==> src/rtl/adc_defs.svh <==
// Register indices, field positions, reset values and timing counts of the converter
`ifndef ADC_DEFS_SVH
`define ADC_DEFS_SVH

// Word indices; the byte address of each register is four times its index
`define IDX_POWER_CTL      10'h062
`define IDX_FREEZE_CTL     10'h063
`define IDX_START_CTL      10'h065
`define IDX_STATUS         10'h066
`define IDX_TEST           10'h068
`define IDX_PIN_INPUT      10'h06f
`define IDX_RESULT_BASE    10'h070
`define IDX_RESULT_LOW0    10'h071
`define IDX_RESULT_LOW1    10'h073
`define IDX_RESULT_LOW2    10'h075
`define IDX_RESULT_LOW3    10'h077
`define IDX_RESULT_LOW4    10'h079
`define IDX_RESULT_LOW5    10'h07b
`define IDX_RESULT_LOW6    10'h07d
`define IDX_RESULT_LOW7    10'h07f
`define RESULT_SLOT_MASK   10'h3f0

// Field positions
`define POWER_EN_BIT       7
`define FAST_CLEAR_BIT     6
`define HALT_WAIT_BIT      2
`define SCF_BIT            15
`define COUNT_LSB          8
`define SOFT_RST_BIT       15
`define TEST_SEL_LSB       11
`define TEST_MUX_BIT       10

// Reset values and SAR start values
`define FREEZE_RST         2'h0
`define START_RST          7'h00
`define SAR_MID            10'h200
`define SAR_TOP_BIT        4'h9

// Bus answers
`define RESP_OKAY          2'h0
`define RESP_SLVERR        2'h2

// Timing
`define CLK_MHZ            20
`define STOP_RECOVERY_NS   10000
`define STOP_RECOVERY_CYC  ((`STOP_RECOVERY_NS * `CLK_MHZ + 999) / 1000)
`define STEP_DIV           4

`endif

==> src/rtl/adc_pkg.sv <==
// Types shared by the converter sequencer
package adc_pkg;

  // Sequencer states, Gray coded along idle -> convert and convert -> idle; recover -> idle flips both bits
  typedef enum logic [1:0] {
    st_idle    = 2'b00,
    st_convert = 2'b01,
    st_recover = 2'b11
  } seq_state_e;

  // Freeze behaviour under debug halt
  typedef enum logic [1:0] {
    frz_continue = 2'b00,
    frz_reserved = 2'b01,
    frz_finish   = 2'b10,
    frz_at_once  = 2'b11
  } freeze_e;

  // Sequence start control word
  typedef struct packed {
    logic       eight_conversion_select;
    logic       scan;
    logic       multichannel_select;
    logic [3:0] channel_select;
  } seq_cfg_s;

endpackage : adc_pkg

==> src/rtl/pin_sync.sv <==
// Two-stage synchronisers for the analogue pin levels and the comparator
`timescale 1ns/1ps
module pin_sync (
  input  wire logic       aclk,
  input  wire logic       aresetn,
  input  wire logic [8:0] async_in,
  output logic      [8:0] sync_out
);

  logic [8:0] meta_q;

  // One synchroniser per bit
  generate
    for (genvar i = 0; i < 9; i++) begin : g_bit
      always_ff @(posedge aclk) begin
        if (!aresetn) begin
          meta_q[i]   <= 1'b0;
          sync_out[i] <= 1'b0;
        end else begin
          meta_q[i]   <= async_in[i];
          sync_out[i] <= meta_q[i];
        end
      end
    end
  endgenerate

endmodule : pin_sync

==> src/rtl/sar_engine.sv <==
// Ten-step successive-approximation register with test load
`timescale 1ns/1ps
`include "adc_defs.svh"
module sar_engine (
  input  wire logic       aclk,
  input  wire logic       srst,
  input  wire logic       abort,
  input  wire logic       start,
  input  wire logic       step_en,
  input  wire logic       comp_above,
  input  wire logic       load,
  input  wire logic [9:0] load_value,
  output logic      [9:0] approx_value,
  output logic            busy,
  output logic            done
);

  logic [3:0] bit_q;

  // Binary search, one bit per step enable, top bit first
  always_ff @(posedge aclk) begin
    if (srst) begin
      approx_value <= 10'h000;
      busy         <= 1'b0;
      done         <= 1'b0;
      bit_q        <= 4'h0;
    end else begin
      done <= 1'b0;
      if (load) begin
        approx_value <= load_value;
      end else if (abort) begin
        busy <= 1'b0;
      end else if (start) begin
        approx_value <= `SAR_MID;
        bit_q        <= `SAR_TOP_BIT;
        busy         <= 1'b1;
      end else if (busy && step_en) begin
        if (!comp_above) begin
          approx_value[bit_q] <= 1'b0;
        end
        if (bit_q == 4'h0) begin
          busy <= 1'b0;
          done <= 1'b1;
        end else begin
          approx_value[bit_q - 4'h1] <= 1'b1;
          bit_q                      <= bit_q - 4'h1;
        end
      end
    end
  end

endmodule : sar_engine

==> src/rtl/adc_sequencer.sv <==
// Converter sequencer, status flags, result store and AXI4-Lite register slave
`timescale 1ns/1ps
`include "adc_defs.svh"
module adc_sequencer (
  input  wire logic        aclk,
  input  wire logic        aresetn,
  input  wire logic [11:0] awaddr,
  input  wire logic        awvalid,
  output logic             awready,
  input  wire logic [31:0] wdata,
  input  wire logic [3:0]  wstrb,
  input  wire logic        wvalid,
  output logic             wready,
  output logic      [1:0]  bresp,
  output logic             bvalid,
  input  wire logic        bready,
  input  wire logic [11:0] araddr,
  input  wire logic        arvalid,
  output logic             arready,
  output logic      [31:0] rdata,
  output logic      [1:0]  rresp,
  output logic             rvalid,
  input  wire logic        rready,
  input  wire logic        special_mode,
  input  wire logic        stop_mode,
  input  wire logic        wait_mode,
  input  wire logic        debug_halt_mode,
  input  wire logic [7:0]  pin_level_in,
  input  wire logic        comp_above,
  output logic      [3:0]  analog_mux_sel,
  output logic             sample_start,
  output logic      [9:0]  dac_value,
  output logic             converter_power_enable,
  output logic      [3:0]  factory_test_select,
  output logic             test_output_mux
);

  // ----------------------------------------------------------------
  // Declarations
  // ----------------------------------------------------------------
  logic                  aw_full_q, w_full_q;
  logic [9:0]            widx_q;
  logic [31:0]           wdata_q;
  logic [3:0]            wstrb_q;
  logic                  wr_fire, rd_fire, wlo, whi;
  logic [9:0]            ridx;
  logic [31:0]           rd_d;
  logic [1:0]            rresp_d;
  logic                  ctl5_wr, stat_wr, test_wr, soft_rst_q, srst;
  logic                  stat_rd, res_rd;
  logic [2:0]            rslot;
  logic                  fast_flag_clear_q, halt_in_wait_q;
  logic [1:0]            freeze_q;
  adc_pkg::seq_cfg_s     cfg_q;
  adc_pkg::seq_state_e   state_q;
  logic [2:0]            conversion_counter_q;
  logic                  first_q, pend_q, stop_prev_q, launch, seq_end;
  logic [15:0]           rec_q;
  logic [1:0]            div_q;
  logic                  step_tick, halted, finish_freeze, conv_start, abort;
  logic [9:0]            sar_value;
  logic                  sar_busy, sar_done;
  logic                  sequence_done_flag_q;
  logic [7:0]            conversion_done_flags;
  logic [9:0]            results [8];
  logic [7:0]            pin_level_bits;
  logic                  comp_sync;

  // ----------------------------------------------------------------
  // Input synchronisers and SAR
  // ----------------------------------------------------------------
  pin_sync u_sync (
    .aclk     (aclk),
    .aresetn  (aresetn),
    .async_in ({comp_above, pin_level_in}),
    .sync_out ({comp_sync, pin_level_bits})
  );

  sar_engine u_sar (
    .aclk         (aclk),
    .srst         (srst),
    .abort        (abort),
    .start        (conv_start),
    .step_en      (step_tick),
    .comp_above   (comp_sync),
    .load         (test_wr && (wlo || whi)),
    .load_value   ({whi ? wdata_q[9:8] : sar_value[9:8], wlo ? wdata_q[7:0] : sar_value[7:0]}),
    .approx_value (sar_value),
    .busy         (sar_busy),
    .done         (sar_done)
  );

  // ----------------------------------------------------------------
  // AXI4-Lite write channel
  // ----------------------------------------------------------------
  assign awready = !aw_full_q;
  assign wready  = !w_full_q;
  assign wr_fire = aw_full_q && w_full_q && !bvalid;
  assign wlo     = wstrb_q[0];
  assign whi     = wstrb_q[1];

  // Address and data held until both have arrived
  always_ff @(posedge aclk) begin
    if (!aresetn) begin
      aw_full_q <= 1'b0;
      w_full_q  <= 1'b0;
      widx_q    <= 10'h000;
      wdata_q   <= 32'h0000_0000;
      wstrb_q   <= 4'h0;
    end else begin
      if (wr_fire) begin
        aw_full_q <= 1'b0;
        w_full_q  <= 1'b0;
      end
      if (awvalid && awready) begin
        aw_full_q <= 1'b1;
        widx_q    <= awaddr[11:2];
      end
      if (wvalid && wready) begin
        w_full_q <= 1'b1;
        wdata_q  <= wdata;
        wstrb_q  <= wstrb;
      end
    end
  end

  // Write response, error on an unmapped index
  always_ff @(posedge aclk) begin
    if (!aresetn) begin
      bvalid <= 1'b0;
      bresp  <= `RESP_OKAY;
    end else if (wr_fire) begin
      bvalid <= 1'b1;
      bresp  <= (mapped(widx_q)) ? `RESP_OKAY : `RESP_SLVERR;
    end else if (bready) begin
      bvalid <= 1'b0;
    end
  end

  function automatic logic mapped(input logic [9:0] idx);
    mapped = (idx == `IDX_POWER_CTL) || (idx == `IDX_FREEZE_CTL) ||
             (idx == `IDX_START_CTL) || (idx == `IDX_STATUS) ||
             (idx == `IDX_TEST) || (idx == `IDX_PIN_INPUT) ||
             ((idx & `RESULT_SLOT_MASK) == `IDX_RESULT_BASE);
  endfunction : mapped

  // Write strobes of individual registers
  assign ctl5_wr = wr_fire && (widx_q == `IDX_START_CTL) && wlo;
  assign stat_wr = wr_fire && (widx_q == `IDX_STATUS) && special_mode;
  assign test_wr = wr_fire && (widx_q == `IDX_TEST) && special_mode;

  // ----------------------------------------------------------------
  // Control registers
  // ----------------------------------------------------------------
  // power survives
  always_ff @(posedge aclk) begin
    if (!aresetn) begin
      converter_power_enable <= 1'b0;
    end else if (wr_fire && (widx_q == `IDX_POWER_CTL) && wlo) begin
      converter_power_enable <= wdata_q[`POWER_EN_BIT];
    end
  end

  always_ff @(posedge aclk) begin
    if (srst) begin
      soft_rst_q <= 1'b0;
    end else begin
      soft_rst_q <= test_wr && whi && wdata_q[`SOFT_RST_BIT];
    end
  end
  assign srst = !aresetn || soft_rst_q;

  // Mode, freeze, start and test fields
  always_ff @(posedge aclk) begin
    if (srst) begin
      fast_flag_clear_q   <= 1'b0;
      halt_in_wait_q      <= 1'b0;
      freeze_q            <= `FREEZE_RST;
      cfg_q               <= `START_RST;
      factory_test_select <= 4'h0;
      test_output_mux     <= 1'b0;
    end else begin
      if (wr_fire && (widx_q == `IDX_POWER_CTL) && wlo) begin
        fast_flag_clear_q <= wdata_q[`FAST_CLEAR_BIT];
        halt_in_wait_q    <= wdata_q[`HALT_WAIT_BIT];
      end
      if (wr_fire && (widx_q == `IDX_FREEZE_CTL) && wlo) begin
        freeze_q <= wdata_q[1:0];
      end
      if (ctl5_wr) begin
        cfg_q <= wdata_q[6:0];
      end
      if (test_wr && whi) begin
        factory_test_select <= wdata_q[`TEST_SEL_LSB +: 4];
        test_output_mux     <= wdata_q[`TEST_MUX_BIT];
      end
    end
  end

  // ----------------------------------------------------------------
  // Run gating and conversion timing
  // ----------------------------------------------------------------
  // halt causes
  assign halted = !converter_power_enable || stop_mode || (wait_mode && halt_in_wait_q) ||
                  (debug_halt_mode && (freeze_q == adc_pkg::frz_at_once));
  assign finish_freeze = debug_halt_mode && (freeze_q == adc_pkg::frz_finish);
  assign abort = ctl5_wr || !converter_power_enable || stop_mode;

  // Step enable divider, cleared to zero while halted
  always_ff @(posedge aclk) begin
    if (srst || halted) begin
      div_q <= 2'h0;
    end else begin
      div_q <= step_tick ? 2'h0 : div_q + 2'h1;
    end
  end
  assign step_tick = !halted && (div_q == 2'(`STEP_DIV - 1));

  assign conv_start = (state_q == adc_pkg::st_convert) && !sar_busy && !sar_done &&
                      !halted && !finish_freeze && !abort;
  assign launch     = pend_q && (state_q == adc_pkg::st_idle) && !abort && !stop_prev_q;
  assign seq_end    = sar_done && (state_q == adc_pkg::st_convert) &&
                      (conversion_counter_q == (cfg_q.eight_conversion_select ? 3'h7 : 3'h3));

  // ----------------------------------------------------------------
  // Sequencer
  // ----------------------------------------------------------------
  // Sequence state, stop recovery
  always_ff @(posedge aclk) begin
    if (srst) begin
      state_q     <= adc_pkg::st_idle;
      stop_prev_q <= 1'b0;
      rec_q       <= 16'h0000;
      first_q     <= 1'b0;
    end else begin
      stop_prev_q <= stop_mode;
      if (stop_mode) begin
        state_q <= adc_pkg::st_idle;
      end else if (stop_prev_q) begin
        state_q <= adc_pkg::st_recover;
        rec_q   <= 16'h0000;
      end else if (state_q == adc_pkg::st_recover) begin
        rec_q <= rec_q + 16'h0001;
        if (rec_q == 16'(`STOP_RECOVERY_CYC - 1)) begin
          state_q <= adc_pkg::st_idle;
        end
      end else if (abort) begin
        state_q <= adc_pkg::st_idle;
      end else if (launch) begin
        state_q <= adc_pkg::st_convert;
        first_q <= 1'b1;
      end else if (seq_end) begin
        first_q <= 1'b0;
        if (!cfg_q.scan) begin
          state_q <= adc_pkg::st_idle;
        end
      end
    end
  end

  // Pending start, held through stop recovery
  always_ff @(posedge aclk) begin
    if (srst) begin
      pend_q <= 1'b0;
    end else if (!converter_power_enable) begin
      pend_q <= 1'b0;
    end else if (ctl5_wr) begin
      pend_q <= 1'b1;
    end else if (launch) begin
      pend_q <= 1'b0;
    end
  end

  always_ff @(posedge aclk) begin
    if (srst) begin
      conversion_counter_q <= 3'h0;
    end else if (ctl5_wr || launch) begin
      conversion_counter_q <= 3'h0;
    end else if (seq_end) begin
      conversion_counter_q <= 3'h0;
    end else if (sar_done && (state_q == adc_pkg::st_convert)) begin
      conversion_counter_q <= conversion_counter_q + 3'h1;
    end
  end

  // Channel for the front end, registered
  always_ff @(posedge aclk) begin
    if (srst) begin
      analog_mux_sel <= 4'h0;
      sample_start   <= 1'b0;
    end else begin
      sample_start <= conv_start;
      if (!cfg_q.multichannel_select) begin
        analog_mux_sel <= cfg_q.channel_select;
      end else if (cfg_q.eight_conversion_select) begin
        analog_mux_sel <= {cfg_q.channel_select[3], conversion_counter_q};
      end else begin
        analog_mux_sel <= {cfg_q.channel_select[3:2], conversion_counter_q[1:0]};
      end
    end
  end
  assign dac_value = sar_value;

  // ----------------------------------------------------------------
  // Flags
  // ----------------------------------------------------------------
  assign stat_rd = rd_fire && (ridx == `IDX_STATUS);
  assign res_rd  = rd_fire && ((ridx & `RESULT_SLOT_MASK) == `IDX_RESULT_BASE);
  assign rslot   = ridx[3:1];

  // Sequence-done flag, set wins over clear
  always_ff @(posedge aclk) begin
    if (srst) begin
      sequence_done_flag_q <= 1'b0;
    end else begin
      if (ctl5_wr && (!fast_flag_clear_q || (state_q == adc_pkg::st_convert))) begin
        sequence_done_flag_q <= 1'b0;
      end
      if (fast_flag_clear_q && res_rd && (rslot == 3'h0)) begin
        sequence_done_flag_q <= 1'b0;
      end
      if (stat_wr && whi) begin
        sequence_done_flag_q <= wdata_q[`SCF_BIT];
      end
      if (seq_end && first_q) begin
        sequence_done_flag_q <= 1'b1;
      end
    end
  end

  // Per-slot result and conversion-done flag
  generate
    for (genvar s = 0; s < 8; s++) begin : g_slot
      logic       done_q, armed_q;
      logic [9:0] res_q;
      logic       hit;
      assign hit                      = sar_done && (state_q == adc_pkg::st_convert) &&
                                        (conversion_counter_q == 3'(s));
      assign conversion_done_flags[s] = done_q;
      assign results[s]               = res_q;

      always_ff @(posedge aclk) begin
        if (hit) begin
          res_q <= sar_value;
        end
      end

      always_ff @(posedge aclk) begin
        if (srst) begin
          done_q  <= 1'b0;
          armed_q <= 1'b0;
        end else begin
          if (ctl5_wr && (state_q == adc_pkg::st_convert)) begin
            done_q  <= 1'b0;
            armed_q <= 1'b0;
          end
          if (stat_rd) begin
            armed_q <= done_q;
          end
          if (res_rd && (rslot == 3'(s)) && (fast_flag_clear_q || armed_q)) begin
            done_q  <= 1'b0;
            armed_q <= 1'b0;
          end
          if (stat_wr && wlo) begin
            done_q <= wdata_q[s];
          end
          if (hit) begin
            done_q <= 1'b1;
          end
        end
      end
    end
  endgenerate

  // ----------------------------------------------------------------
  // AXI4-Lite read channel
  // ----------------------------------------------------------------
  assign arready = !rvalid;
  assign rd_fire = arvalid && arready;
  assign ridx    = araddr[11:2];

  // Read data for the addressed register
  always_comb begin
    rd_d    = 32'h0000_0000;
    rresp_d = `RESP_OKAY;
    case (ridx)
      `IDX_POWER_CTL: begin
        rd_d[`POWER_EN_BIT]   = converter_power_enable;
        rd_d[`FAST_CLEAR_BIT] = fast_flag_clear_q;
        rd_d[`HALT_WAIT_BIT]  = halt_in_wait_q;
      end
      `IDX_FREEZE_CTL: rd_d[1:0] = freeze_q;
      `IDX_START_CTL:  rd_d[6:0] = cfg_q;
      `IDX_STATUS: begin
        rd_d[`SCF_BIT]        = sequence_done_flag_q;
        rd_d[`COUNT_LSB +: 3] = conversion_counter_q;
        rd_d[7:0]             = conversion_done_flags;
      end
      `IDX_TEST: begin
        if (special_mode) begin
          rd_d[9:0]                = sar_value;
          rd_d[`TEST_MUX_BIT]      = test_output_mux;
          rd_d[`TEST_SEL_LSB +: 4] = factory_test_select;
        end
      end
      `IDX_PIN_INPUT: rd_d[7:0] = pin_level_bits;
      default: begin
        if ((ridx & `RESULT_SLOT_MASK) == `IDX_RESULT_BASE) begin
          rd_d[7:0] = ridx[0] ? {results[rslot][1:0], 6'h00} : results[rslot][9:2];
        end else begin
          rresp_d = `RESP_SLVERR;
        end
      end
    endcase
  end

  // Read answer held until taken
  always_ff @(posedge aclk) begin
    if (!aresetn) begin
      rvalid <= 1'b0;
      rdata  <= 32'h0000_0000;
      rresp  <= `RESP_OKAY;
    end else if (rd_fire) begin
      rvalid <= 1'b1;
      rdata  <= rd_d;
      rresp  <= rresp_d;
    end else if (rready) begin
      rvalid <= 1'b0;
    end
  end

endmodule : adc_sequencer

==> config.mk <==
export PLATFORM = sky130hd
export DESIGN_NAME = adc_sequencer
export DESIGN_NICKNAME = d
export VERILOG_FILES = /design/src/rtl/adc_pkg.sv /design/src/rtl/pin_sync.sv /design/src/rtl/sar_engine.sv /design/src/rtl/adc_sequencer.sv
export VERILOG_INCLUDE_DIRS = /design/src /design/src/rtl
export SDC_FILE = /design/constraint.sdc
export NUM_CORES = 1
export LEC_CHECK = 0
export BUFFER_PORTS_ARGS = -buffer_cell sky130_fd_sc_hd__buf_2
export CORE_ASPECT_RATIO = 0.6
export CORE_MARGIN = 2
export CORE_UTILIZATION = 50
export CTS_BUF_LIST = sky130_fd_sc_hd__clkbuf_8
export DETAILED_ROUTE_END_ITERATION = 6
export PLACE_DENSITY = 0.73
export SYNTH_ARGS = -nofsm -noshare
export SYNTH_HDL_FRONTEND = slang
export SYNTH_SLANG_ARGS = --single-unit
==> constraint.sdc <==
create_clock -name aclk -period 5.92 [get_ports aclk]
set_input_delay 0.592 -clock aclk [delete_from_list [all_inputs] [get_ports aclk]]
set_output_delay 0.592 -clock aclk [all_outputs]
set_load 0.01 [all_outputs]
### Word-level counts from Yosys, hierarchy flattened

Index checks and enable logic that the tools add are counted.

| storage, ports and cells | value |
|---|---|
| register bits | 232 |
| input port bits | 80 |
| word-level logic and storage cells | 395 |

| cells by class | value |
|---|---|
| add/sub/neg operators | 4 |
| order comparisons | 5 |
| equal/unequal tests | 41 |
| mux-type cells | 102 |
| bitwise operators | 11 |
| reductions and logical operators | 154 |

Operator list:

| cell | count |
|---|---|
| $mux W10 | 13 |
| $eq A10 B7 Y1 const B | 12 |
| $logic_and A1 B1 Y1 | 68 |
| $mux W1 | 56 |
| $reduce_bool A4 Y1 | 9 |
| $mux W16 | 2 |
| $bmux W10 S3 | 1 |
| $reduce_or A2 Y1 | 13 |
| $eq A3 B3 Y1 const B | 8 |
| $logic_or A1 B1 Y1 | 24 |
| $mux W8 | 3 |
| $mux W2 | 11 |
| $reduce_bool A2 Y1 | 9 |
| $add A16 B1 Y16 const B | 1 |
| $eq A16 B8 Y1 const B | 1 |
| $mux W4 | 4 |
| $mux W15 | 1 |
| $pmux W3 S5 | 1 |
| $logic_not A1 Y1 | 13 |
| $eq A3 B2 Y1 const B | 4 |
| $eq A6 B3 Y1 const B | 2 |
| $pmux W1 S6 | 2 |
| $pmux W2 S6 | 1 |
| $reduce_and A3 Y1 | 4 |
| 34 further kinds | 54 |

### Longest topological paths before layout

Gate-level depths: netlist (run 1).

| logic depth | value |
|---|---|
| word-level depth | 18 |
| mapped depth | 10 |

### By module

Synthesis (run 1) repeated with hierarchy kept, for this count alone.

| second synthesis, totals | value |
|---|---|
| cells, all modules | 999 |
| area total of the unflattened synthesis | 10,308.6 µm² |

By module, submodules not included:

| module | times used | cells each | area each (µm²) | seq. area each (µm²) |
|---|---|---|---|---|
| adc_sequencer | 1 | 838 | 8,784.7 | 4,724.5 |
| sar_engine | 1 | 124 | 1,022.2 | 320.3 |
| pin_sync | 1 | 37 | 501.7 | 360.3 |

### Worst setup path after synthesis (run 1)

OpenSTA, ideal clock, no wires.

| timing path | value |
|---|---|
| path type | input port to flip-flop |
| start | input port araddr[9] |
| end | register g_slot[2].armed_q |
| data arrival time | 2,151 ps |
| required time | 5,860 ps |
| path slack | 3,708 ps |
| stages on the path | 8 |
| path through | or4b_4 > or2_1 > buf_6 > nor4_4 > buf_6 > nand2_1 > nand2_1 > and3_1 |

| between the ends | value |
|---|---|
| longest elaborated chain between the ends | 5 |
| elaborated cells on any way between the ends | 9 |

RTL lines:

| what | line | source |
|---|---|---|
| start: declaration | adc_sequencer.sv:17 | `input wire logic [11:0] araddr,` |
| $eq A6 B3 Y1 (no line) | - |  |
| $logic_and A1 B1 Y1 | adc_sequencer.sv:308 | `` assign res_rd = rd_fire && ((ridx & `RESULT_SLOT_MASK) == `IDX_RESULT_BASE); `` |
| $logic_and A1 B1 Y1 (2 in series) | adc_sequencer.sv:360 | `if (res_rd && (rslot == 3'(s)) && (fast_flag_clear_q \|\| armed_q)) begin` |
| $reduce_or A2 Y1 (no line) | - |  |
| end signal: assignment | adc_sequencer.sv:358 | `armed_q <= done_q;` |
| end: declaration | adc_sequencer.sv:334 | `logic done_q, armed_q;` |

Several ways; a longest one is shown, not always the timed one.
A chain may end at the register's enable or synchronous reset.

### Worst setup path in the final report (run 1)

| timing path | value |
|---|---|
| start | register state_q[0] |
| end | register g_slot[1].res_q[3] (enable) |

| between the ends | value |
|---|---|
| longest elaborated chain between the ends | 3 |

RTL lines:

| what | line | source |
|---|---|---|
| start: declaration | adc_sequencer.sv:55 | `adc_pkg::seq_state_e state_q;` |
| start signal: assignment | adc_sequencer.sv:231 | `state_q <= adc_pkg::st_idle;` |
| start signal: assignment | adc_sequencer.sv:238 | `state_q <= adc_pkg::st_idle;` |
| start signal: assignment | adc_sequencer.sv:240 | `state_q <= adc_pkg::st_recover;` |
| $eq A2 B1 Y1 | adc_sequencer.sv:337 | `assign hit = sar_done && (state_q == adc_pkg::st_convert) &&` |
| $logic_and A1 B1 Y1 (2 in series) | adc_sequencer.sv:337 |  |
| named net g_slot[1].hit | adc_sequencer.sv:336 | `logic hit;` |
| end signal: assignment | adc_sequencer.sv:344 | `res_q <= sar_value;` |
| end: declaration | adc_sequencer.sv:335 | `logic [9:0] res_q;` |

The timed path passes the listed nets, and every way through them passes these cells.

==> impl_metrics.py, run 1 <==
metrics = {
    "sta": {
        "final_hold_viol_count": 0,
        "rsz0062_at_grt": "no",
        "slew_viol_final": 0,
        "whs_ns": 0.287,
        "setup_viol": 0,
        "setup_ws_ns": 3.34,
        "relSlewSlack_pct": 16.3,
        "period_needed_ns": 2.58,
        "fmax_mhz": 388,
        "finClkSkew_ns": 0.0310,
        "worst_pin_slew_ns": 1.25,
        "fin_setup_tns_ns": 0,
        "post-route-period-util_pct": 43.6,
    },
    "layout": {
        "area_delta_synth_final_pct": 12.3,
        "antenna_cells": 0,
        "mostFrequentLayoutCells": "nand2_1, dfxtp_1, buf_2",
        "fin_nets": 1191,
        "drive_above_1_share_pct": 17.6,
        "final_common_cell": "nand2_1",
    },
    "pwr": {
        "clkPwrFrac_pct": 40.3,
        "vdd_drop_max_uv": 137,
        "p_per_area_nw_per_um2": 270,
        "p_comb_share_pct": 5.3,
        "total_power_uw": 3080,
        "switching_power_uw": 729,
        "p_leak_uw": 0.00413,
        "switching_share_pct": 23.7,
        "seq_power_share_pct": 54.4,
        "intPower_uw": 2350,
    },
    "global_routing": {
        "grt_max_degree": 43,
        "grt.overflow.total": 0,
        "antenna_found_initial": 0,
        "grt_usage_pct": 25.1,
        "grt_pass1_vias": 7512,
        "grt_pass1_wl_um": 41800,
    },
    "routing": {
        "drtAntennaViolNets": 0,
        "drt_wl_total_um": 27000,
        "via_per_inst": 5.75,
        "detail_route.first_pass.iterations": 6,
        "highest_layer": "met4",
        "wl_met3_um": 2940,
        "vias": 8039,
        "wl_per_cell_um": 19.3,
        "dr_wl_met2_um": 10800,
        "drt_iter0_drc": 1083,
        "route.detailed.drc": 0,
        "wl_met1_um": 12800,
    },
    "worst_setup_path": {
        "crit_chain": "nor2b_1 > and2_0 > and3_1",
        "reg2reg_setup_slack_ns": 3.34,
        "crit_path_max_fanout": 15,
        "reg2reg_to": "g_slot[1].res_q[3]",
        "required_ns": 6.04,
        "regToRegStartpoint": "state_q[0]",
        "worst_path_max_delay_cell": "and3_1",
        "critPathArrivalTime_ns": 2.69,
        "crit_type": "reg2reg",
        "endpoint": "g_slot[1].res_q[3]",
        "setup.worst_path.start": "state_q[0]",
        "critPathCaptureType": "flip-flop",
        "cpPeakStageDelay_ns": 0.82,
        "critical-path-top-delay-family": "simple AND/OR/NAND/NOR gates",
        "cp.depth": 3,
        "worst_setup_path_start_kind": "flip-flop",
        "crit_buf_inv": 0,
        "r2r_cells": 3,
    },
    "synthesis": {
        "mappedNetlistArea_um2": 10100,
        "async_flop_share_pct": 0,
        "yosysWarningCount": 0,
        "synth_flop_cell": "dfxtp_1",
        "synth_edf_count": 80,
        "ys_ff_latch": 230,
        "synth-seq-area-share_pct": 53.3,
        "syn_area_per_cell_um2": 10.1,
        "synth_cells": 1009,
        "synth_cell_type_count": 70,
    },
    "floorplanning": {
        "ios": 142,
        "die_y_um": 114,
        "placementRows": 40,
        "die_area_um2": 21500,
        "die_w_um": 188,
        "start_util_pct": 50.8,
        "core_area_um2": 20000,
    },
    "hold_path": {
        "hold_start": "comp_above",
        "min_path_type": "in2reg",
    },
    "clock_tree": {
        "cts_made_buffers": 34,
        "cts_tree": "done",
        "post-cts-setup-buffers": 0,
        "cts_hold_buffers": 0,
        "cts_sinks": 230,
        "clk_latency_ns": 0.52,
        "cts_buffer_depth": 3,
        "root_buffer": "clkbuf_8",
        "cts_resized": 0,
        "htreeDepth": 2,
        "clk_pin_slew_worst_paths_ns": 0.06,
    },
    "place": {
        "hpwlAfterDp_um": 18800,
        "port_buffers": 101,
        "dp_slack_ns": 2.98,
        "place.gp.congestion": 0.941,
    },
    "outcome": {
        "outcome": "complete, no violations",
    },
    "flow_run": {
        "drv_cap": 0,
    },
}
Yosys cell counts (3+ instances only):
library cell    n  share of area (%)
nor2b_1         9               0.55
and2_1         31                1.9
a22o_1          3               0.26
ha_1           12                1.5
nor3_1         11               0.54
edfxtp_1       80                 24
o21a_1          4               0.30
nor2_1         63                2.3
nand2b_1        7               0.43
o31ai_1         4               0.30
mux2i_1        16                1.6
buf_2           8               0.39
xor2_1         14                1.2
a22oi_1        19                1.4
a31oi_1        17                1.0
nand4_1        12               0.74
nor4_4          4               0.84
nor3b_1         3               0.22
nor4_1          6               0.37
o211ai_1        5               0.37
o21ai_0        35                1.7
nand2_1       167                6.2
dfxtp_1       150                 30
or2_2           4               0.25
and3_1         18                1.1
a2bb2oi_1       7               0.60
inv_1          21               0.78
a211oi_1        3               0.22
a221oi_1        4               0.35
or3_1           4               0.25
nand3b_1        4               0.30
buf_4          18                1.3
or4b_4          3               0.41
mux4_2         20                4.4
xnor2_1         6               0.52
clkbuf_1       38                1.4
and4_1          3               0.26
nand3_1        49                2.4
nor3_2          3               0.30
buf_6           3               0.33
a21oi_1        87                4.3
flip-flops by register name, summed over array words and instances, names as in the netlist, 8 cells and up:
signal and flops:
g_slot.done_q 8, g_slot.res_q 80, g_slot.armed_q 8, rec_q 16, u_sar.approx_value 10, u_sync.sync_out 9, u_sync.meta_q 9, widx_q 10
rdata 16, wdata_q 16
worst min path at each step:
stage | endpoint | slack, ns | cells past startpoint
floorplan | div_q[0] | 0.40 | 1
global placement | div_q[0] | 0.41 | 1
detailed placement | u_sync.sync_out[7] | 0.42 | 1
CTS | u_sync.meta_q[8] | 0.28 | 2
global route | u_sync.meta_q[8] | 0.28 | 2
finish | u_sync.meta_q[8] | 0.29 | 2
kinds of logic (layout without fill, tap and decap cells):
kind of cell | count (synthesis) | count (layout) | synth area share (%)
buffers and inverters | 91 | 190 | 4.35
flip-flops | 230 | 230 | 53.3
other | 1 | 18 | 0.0369
adder cells (fa/ha/maj) | 12 | 12 | 1.48
XOR/XNOR | 20 | 20 | 1.73
AND/OR/NAND/NOR | 418 | 418 | 21.0
multiplexers | 36 | 36 | 6.02
AO/OA/AOI/OAI | 201 | 201 | 12.1
through the flow:
step | utilization [%] | std cells | cell area (um2)
detailed placement | 53.8 | 1336 | 10700
CTS | 57.1 | 1398 | 11400
finish | 57.1 | 1398 | 11400
floorplan | - | 1026 | 10200
global route | 57.1 | 1398 | 11400
global placement | 53.8 | 1336 | 10700
per-layer routing:
| layer | GRT usage [%] | up-vias |
|---|---|---|
| met4 | 6.56 | 0 |
| li1 | - | 3757 |
| met1 | 38.7 | 3852 |
| met5 | 0 | - |
| met3 | 6.59 | 47 |
| met2 | 34.6 | 383 |
layout make-up:
type,count,area [um2]
multi-input combinational,705,4370
tap,273,342
fill,1736,8570
clock buffer,42,578
timing repair buffer,106,543
inverter,22,82.6
clock inverter,20,81.3
sequential,230,5410
power groups by stage:
stage / registers [uW] / clock network, uW / logic, uW
4_1_cts: 1670 / 1260 / 161
5_1_grt: 1680 / 1330 / 178
3_3_place_gp: 1710 / 0 / 156
3_5_place_dp: 1710 / 0 / 160
6_report: 1670 / 1240 / 162
2_1_floorplan: 1700 / 0 / 112
(Power assumes the default switching activity.)
==> run 2: changes to the inputs <==
Settings changed: ABC_AREA set to 1, PLACE_DENSITY 0.73 to 0.75.
Clock period 5.92 ns to 2.1 ns, I/O delays scaled along.
==> impl_metrics.py, run 2 <==
metrics = {
    "layout": {
        "area_delta_synth_final_pct": 19.1,
        "mostFrequentLayoutCells": "nand2_1, nor2_1, inv_1",
        "fillers": 1803,
        "fin_nets": 1626,
        "drive_above_1_share_pct": 15.5,
        "multi_input_area_um2": 4400,
        "antenna_cells": 0,
        "final_cell_area_um2": 12700,
        "register_area_um2": 5410,
        "largest_reg_flops": 80,
        "largest-register": "g_slot.res_q",
        "final_common_cell": "nand2_1",
    },
    "worst_setup_path": {
        "crit_chain": "nor2_2 > nand3_1 > nor2_1 > nand4_1 > nand4_1 > a21oi_1",
        "worst_setup_path_start_kind": "flip-flop",
        "worst_path_max_delay_cell": "nand4_1",
        "crit_type": "reg2reg",
        "critical-path-top-delay-family": "simple AND/OR/NAND/NOR gates",
        "critPathMostFrequentCell": "nand4_1",
        "required_ns": 2.48,
        "crit_path_max_fanout": 8,
        "critPathArrivalTime_ns": 2.34,
        "critPathCaptureType": "flip-flop",
        "crit_buf_inv": 0,
        "cpPeakStageDelay_ns": 0.47,
        "reg2reg_setup_slack_ns": 0.14,
    },
    "routing": {
        "detail_route.first_pass.iterations": 5,
        "wl_per_cell_um": 17.4,
        "drtAntennaViolNets": 0,
        "via_per_inst": 5.44,
        "drt_iter0_drc": 954,
        "drt_wl_total_um": 31900,
        "vias": 9992,
        "route.detailed.drc": 0,
    },
    "clock_tree": {
        "cts_resized": 0,
        "cts_tree": "done",
        "cts_made_buffers": 35,
        "post-cts-setup-buffers": 0,
        "cts_sinks": 230,
        "root_buffer": "clkbuf_8",
        "clk_latency_ns": 0.53,
        "cts_buffer_depth": 3,
        "clk_pin_slew_worst_paths_ns": 0.07,
        "htreeDepth": 2,
    },
    "synthesis": {
        "yosysTopAreaCellShare_pct": 28.2,
        "yosysWarningCount": 0,
        "synth_cells": 1356,
        "synthTopCellsByArea": "dfxtp_1, edfxtp_1, nand2_1",
        "synth-seq-area-share_pct": 50.7,
        "synth_flop_cell": "dfxtp_1",
        "synth.most_common_cell": "nand2_1",
        "mappedNetlistArea_um2": 10700,
        "synth_edf_count": 80,
        "async_flop_share_pct": 0,
        "ys_ff_latch": 230,
        "synth_cell_type_count": 41,
        "syn_area_per_cell_um2": 7.86,
        "synthTopCellsByCount": "nand2_1, nor2_1, dfxtp_1",
        "synth.largest_area_cell": "dfxtp_1",
    },
    "pwr": {
        "p_leak_uw": 0.00557,
        "vdd_drop_max_uv": 501,
        "p_per_area_nw_per_um2": 721,
    },
    "sta": {
        "setup_ws_ns": 0.144,
        "fin_setup_tns_ns": 0,
        "slew_viol_final": 0,
        "post-route-period-util_pct": 93.1,
        "relSlewSlack_pct": 54.1,
        "fmax_mhz": 511,
        "period_needed_ns": 1.96,
        "setup_viol": 0,
        "worst_pin_slew_ns": 0.687,
        "rsz0062_at_grt": "no",
        "final_hold_viol_count": 0,
        "finClkSkew_ns": 0.0345,
    },
    "floorplanning": {
        "start_util_pct": 50.8,
        "die_w_um": 193,
        "die_y_um": 117,
        "ios": 142,
        "die_area_um2": 22600,
        "core_area_um2": 21000,
        "placementRows": 41,
    },
    "place": {
        "port_buffers": 101,
        "placed_area_um2": 11600,
        "place.gp.congestion": 0.983,
        "dp_slack_ns": 0.263,
        "hpwlAfterDp_um": 22600,
    },
    "global_routing": {
        "antenna_found_initial": 0,
        "grt_max_degree": 54,
        "grt.overflow.total": 0,
        "grt_pass1_vias": 9052,
        "grt_pass1_wl_um": 49400,
        "grt_usage_pct": 28.8,
    },
    "outcome": {
        "outcome": "complete, no violations",
    },
    "flow_run": {
        "drv_cap": 0,
    },
    "hold_path": {
        "min_path_type": "in2reg",
    },
}
run 2: worst register-to-register path, stage by stage (launching register included):
cell     delay, ns
dfxtp_1       0.32
nor2_2        0.22
nand3_1       0.14
nor2_1        0.29
nand4_1       0.47
nand4_1       0.28
a21oi_1       0.08
run 2: what timing repair did:
| action | CTS | global route |
|---|---|---|
| endpoints found under the setup margin | 0 | 0 |
| endpoints found under the hold margin | 38 | 0 |
| hold buffers | 36 | 0 |
run 2: kinds of logic after synthesis:
group	count (synthesis)	synth area share [%]
flip-flops	230	50.7
AO/OA/AOI/OAI	203	10.1
adder cells (fa/ha/maj)	12	1.41
buffers and inverters	217	8.66
AND/OR/NAND/NOR	693	29.1
other	1	0.0352
run 2: cell type report:
type	count	share of cell area, %
flip-flops and latches	230	42.6
multi-input cells	926	34.6
repair buffers	184	9.79
clock buffers	44	4.77
inverters	157	4.66
well taps	279	2.75
clock inverters	17	0.828
run 2: per-stage QoR:
step           power (uW)  hold slack [ns]  utilization (%)  instances
2_1_floorplan        5170            0.308                -       1373
3_3_place_gp         5370            0.390             55.4       1740
3_5_place_dp         5380            0.398             55.4       1740
4_1_cts              9170          0.00174             60.5       1837
5_1_grt              9480           0.0267             60.5       1837
6_report             9160          0.00508             60.5       1837
run 2: path summary, 6_finish.rpt:
path,startpoint,endpoint,cells past startpoint
setup reg to reg,widx_q[9],g_slot[2].done_q,6
hold / removal,wstrb[1],wstrb_q[1],3
setup / recovery,widx_q[9],g_slot[2].done_q,6
hold reg to reg,u_sync.meta_q[6],u_sync.sync_out[6],2
run 2: routing by layer:
layer | GRT usage, % | part of all wire (%) | wire length, um | vias up
li1 | - | - | - | 4830
met3 | 7.81 | 13 | 4150 | 56
met4 | 6.82 | 2.0 | 651 | 0
met5 | 0 | 0 | 0 | -
met2 | 40.4 | 39 | 12400 | 562
met1 | 44.0 | 46 | 14700 | 4544
run 2: power by group:
part           total, uW  switching (uW)  internal [uW]
registers           4720            68.5           4650
clock network       3800            1790           2020
logic                636             408            229
==> run 3: changes to the inputs <==
Clock period 2.1 ns to 1.7 ns, I/O delays scaled along.
==> impl_metrics.py, run 3 (same netlist as run 2, synthesis figures left out) <==
metrics = {
    "layout": {
        "area_delta_synth_final_pct": 26.6,
        "antenna_cells": 0,
        "mostFrequentLayoutCells": "nand2_1, nor2_1, inv_1",
        "fillers": 1742,
        "drive_above_1_share_pct": 20.7,
        "fin_nets": 1686,
        "layoutNonFillerInstCount": 1895,
        "largest-register": "g_slot.res_q",
        "final_common_cell": "nand2_1",
        "largest_reg_flops": 80,
    },
    "clock_tree": {
        "cts_made_buffers": 36,
        "clk_pin_slew_worst_paths_ns": 0.06,
        "root_buffer": "clkbuf_8",
        "cts_tree": "done",
        "htreeDepth": 2,
        "cts_sinks": 230,
        "clk_latency_ns": 0.54,
        "cts_buffer_depth": 3,
    },
    "place": {
        "port_buffers": 101,
        "dp.cells": 1783,
        "hpwlAfterDp_um": 22600,
        "place.gp.congestion": 0.976,
    },
    "pwr": {
        "total_power_uw": 11500,
        "p_per_area_nw_per_um2": 850,
        "p_leak_uw": 0.00592,
        "vdd_drop_max_uv": 508,
    },
    "worst_setup_path": {
        "setup.worst_path.start": "widx_q[9]",
        "critPathCaptureType": "flip-flop",
        "reg2reg_to": "u_sar.approx_value[9]",
        "crit_path_max_fanout": 6,
        "required_ns": 2.12,
        "critPathArrivalTime_ns": 2.12,
        "r2r_cells": 11,
        "reg2reg_setup_slack_ns": -0.001,
        "regToRegStartpoint": "widx_q[9]",
        "crit_type": "reg2reg",
        "endpoint": "u_sar.approx_value[9]",
        "worst_setup_path_start_kind": "flip-flop",
    },
    "global_routing": {
        "grt.overflow.total": 0,
        "grt_pass1_vias": 9202,
        "antenna_found_initial": 0,
        "grt_max_degree": 54,
        "grt_usage_pct": 28.6,
        "grt_pass1_wl_um": 49400,
    },
    "routing": {
        "drtAntennaViolNets": 0,
        "wl_per_cell_um": 17.2,
        "wl_met1_um": 15000,
        "vias": 10300,
        "drt_wl_total_um": 32700,
        "via_per_inst": 5.44,
        "detail_route.first_pass.iterations": 6,
        "route.detailed.drc": 0,
        "dr_wl_met2_um": 13500,
        "wl_met3_um": 3510,
        "drt_iter0_drc": 1138,
        "highest_layer": "met4",
    },
    "sta": {
        "finClkSkew_ns": 0.0249,
        "relSlewSlack_pct": 61.5,
        "slew_viol_final": 0,
        "fmax_mhz": 588,
        "setup_viol": 1,
        "worst_pin_slew_ns": 0.577,
        "setup_ws_ns": -0.00129,
        "final_hold_viol_count": 0,
        "post-route-period-util_pct": 100,
        "fin_setup_tns_ns": -0.00129,
        "period_needed_ns": 1.70,
        "rsz0062_at_grt": "yes",
    },
    "floorplanning": {
        "core_area_um2": 21000,
        "placementRows": 41,
        "die_w_um": 193,
        "die_y_um": 117,
        "die_area_um2": 22600,
        "start_util_pct": 50.8,
        "ios": 142,
    },
    "flow_run": {
        "drv_cap": 0,
    },
    "hold_path": {
        "min_path_type": "in2reg",
    },
    "outcome": {
        "violations": "setup timing",
        "outcome": "finished with violations",
    },
}
run 3: cell count changes in the layout (fill, tap and decap cells not counted), sizes merged:
cell         delta
nand4           +1
clkinvlp        +3
buf            +51
clkinv          -1
clkbuf          -5
bufinv          +2
dlygate4sd3     +6
inv             +1
run 3: cell type report:
| cell class | instances | area, um2 | area share [%] |
|---|---|---|---|
| clock buffers | 39 | 537 | 3.98 |
| flip-flops and latches | 230 | 5420 | 40.1 |
| well taps | 279 | 349 | 2.59 |
| multi-input cells | 927 | 4590 | 34.0 |
| inverters | 157 | 596 | 4.41 |
| repair inverters | 1 | 7.51 | 0.0556 |
| repair buffers | 241 | 1830 | 13.6 |
| clock inverters | 21 | 169 | 1.25 |
run 3: worst min-delay path by stage:
| stage | cells past startpoint | to | from |
|---|---|---|---|
| floorplan | 2 | u_sync.meta_q[0] | pin_level_in[0] |
| global placement | 3 | u_sync.meta_q[8] | comp_above |
| detailed placement | 3 | u_sync.meta_q[4] | pin_level_in[4] |
| CTS | 4 | div_q[1] | debug_halt_mode |
| global route | 4 | div_q[1] | debug_halt_mode |
| finish | 6 | div_q[1] | wait_mode |
run 3: worst max-delay path, cell delays in order, from the launching register on:
cell and delay [ns]:
dfxtp_1 0.34, nor2_4 0.18, nand2_1 0.11, nor2_4 0.13
nand3_4 0.16, nand2_4 0.10, inv_1 0.08, buf_4 0.15
nand3_1 0.10, nand3_1 0.10, nand2_1 0.09, nor2_1 0.05
run 3: per-layer routing:
metal	global-route usage, %	vias to the layer above
li1	-	4948
met1	42.3	4789
met2	40.7	512
met3	8.35	65
met4	7.43	0
met5	0	-
run 3: what timing repair did:
item | CTS | global route
resized for setup | 8 | 55
pin swaps | 2 | 11
setup buffers | 2 | 6
cloned | 1 | 1
hold buffers | 42 | 0
hold endpoints to repair | 44 | 0
setup endpoints to repair | 22 | 133
run 3: power breakdown:
part / total [uW] / switching, uW / internal (uW)
clock: 4780 / 2220 / 2560
combinational: 861 / 532 / 328
sequential: 5840 / 86.1 / 5750
run 3: per-stage QoR:
| stage | worst slack (ns) | hold slack (ns) | util, % | area [um2] |
|---|---|---|---|---|
| 3_5_place_dp | -0.0700 | 0.353 | 57.7 | 12100 |
| 3_3_place_gp | -0.0136 | 0.351 | 57.7 | 12100 |
| 2_1_floorplan | -0.109 | 0.268 | - | 10800 |
| 6_report | -0.00129 | 0.0778 | 64.3 | 13500 |
| 5_1_grt | -0.0796 | 0.106 | 64.3 | 13500 |
| 4_1_cts | -0.00148 | 0.0396 | 63.4 | 13300 |
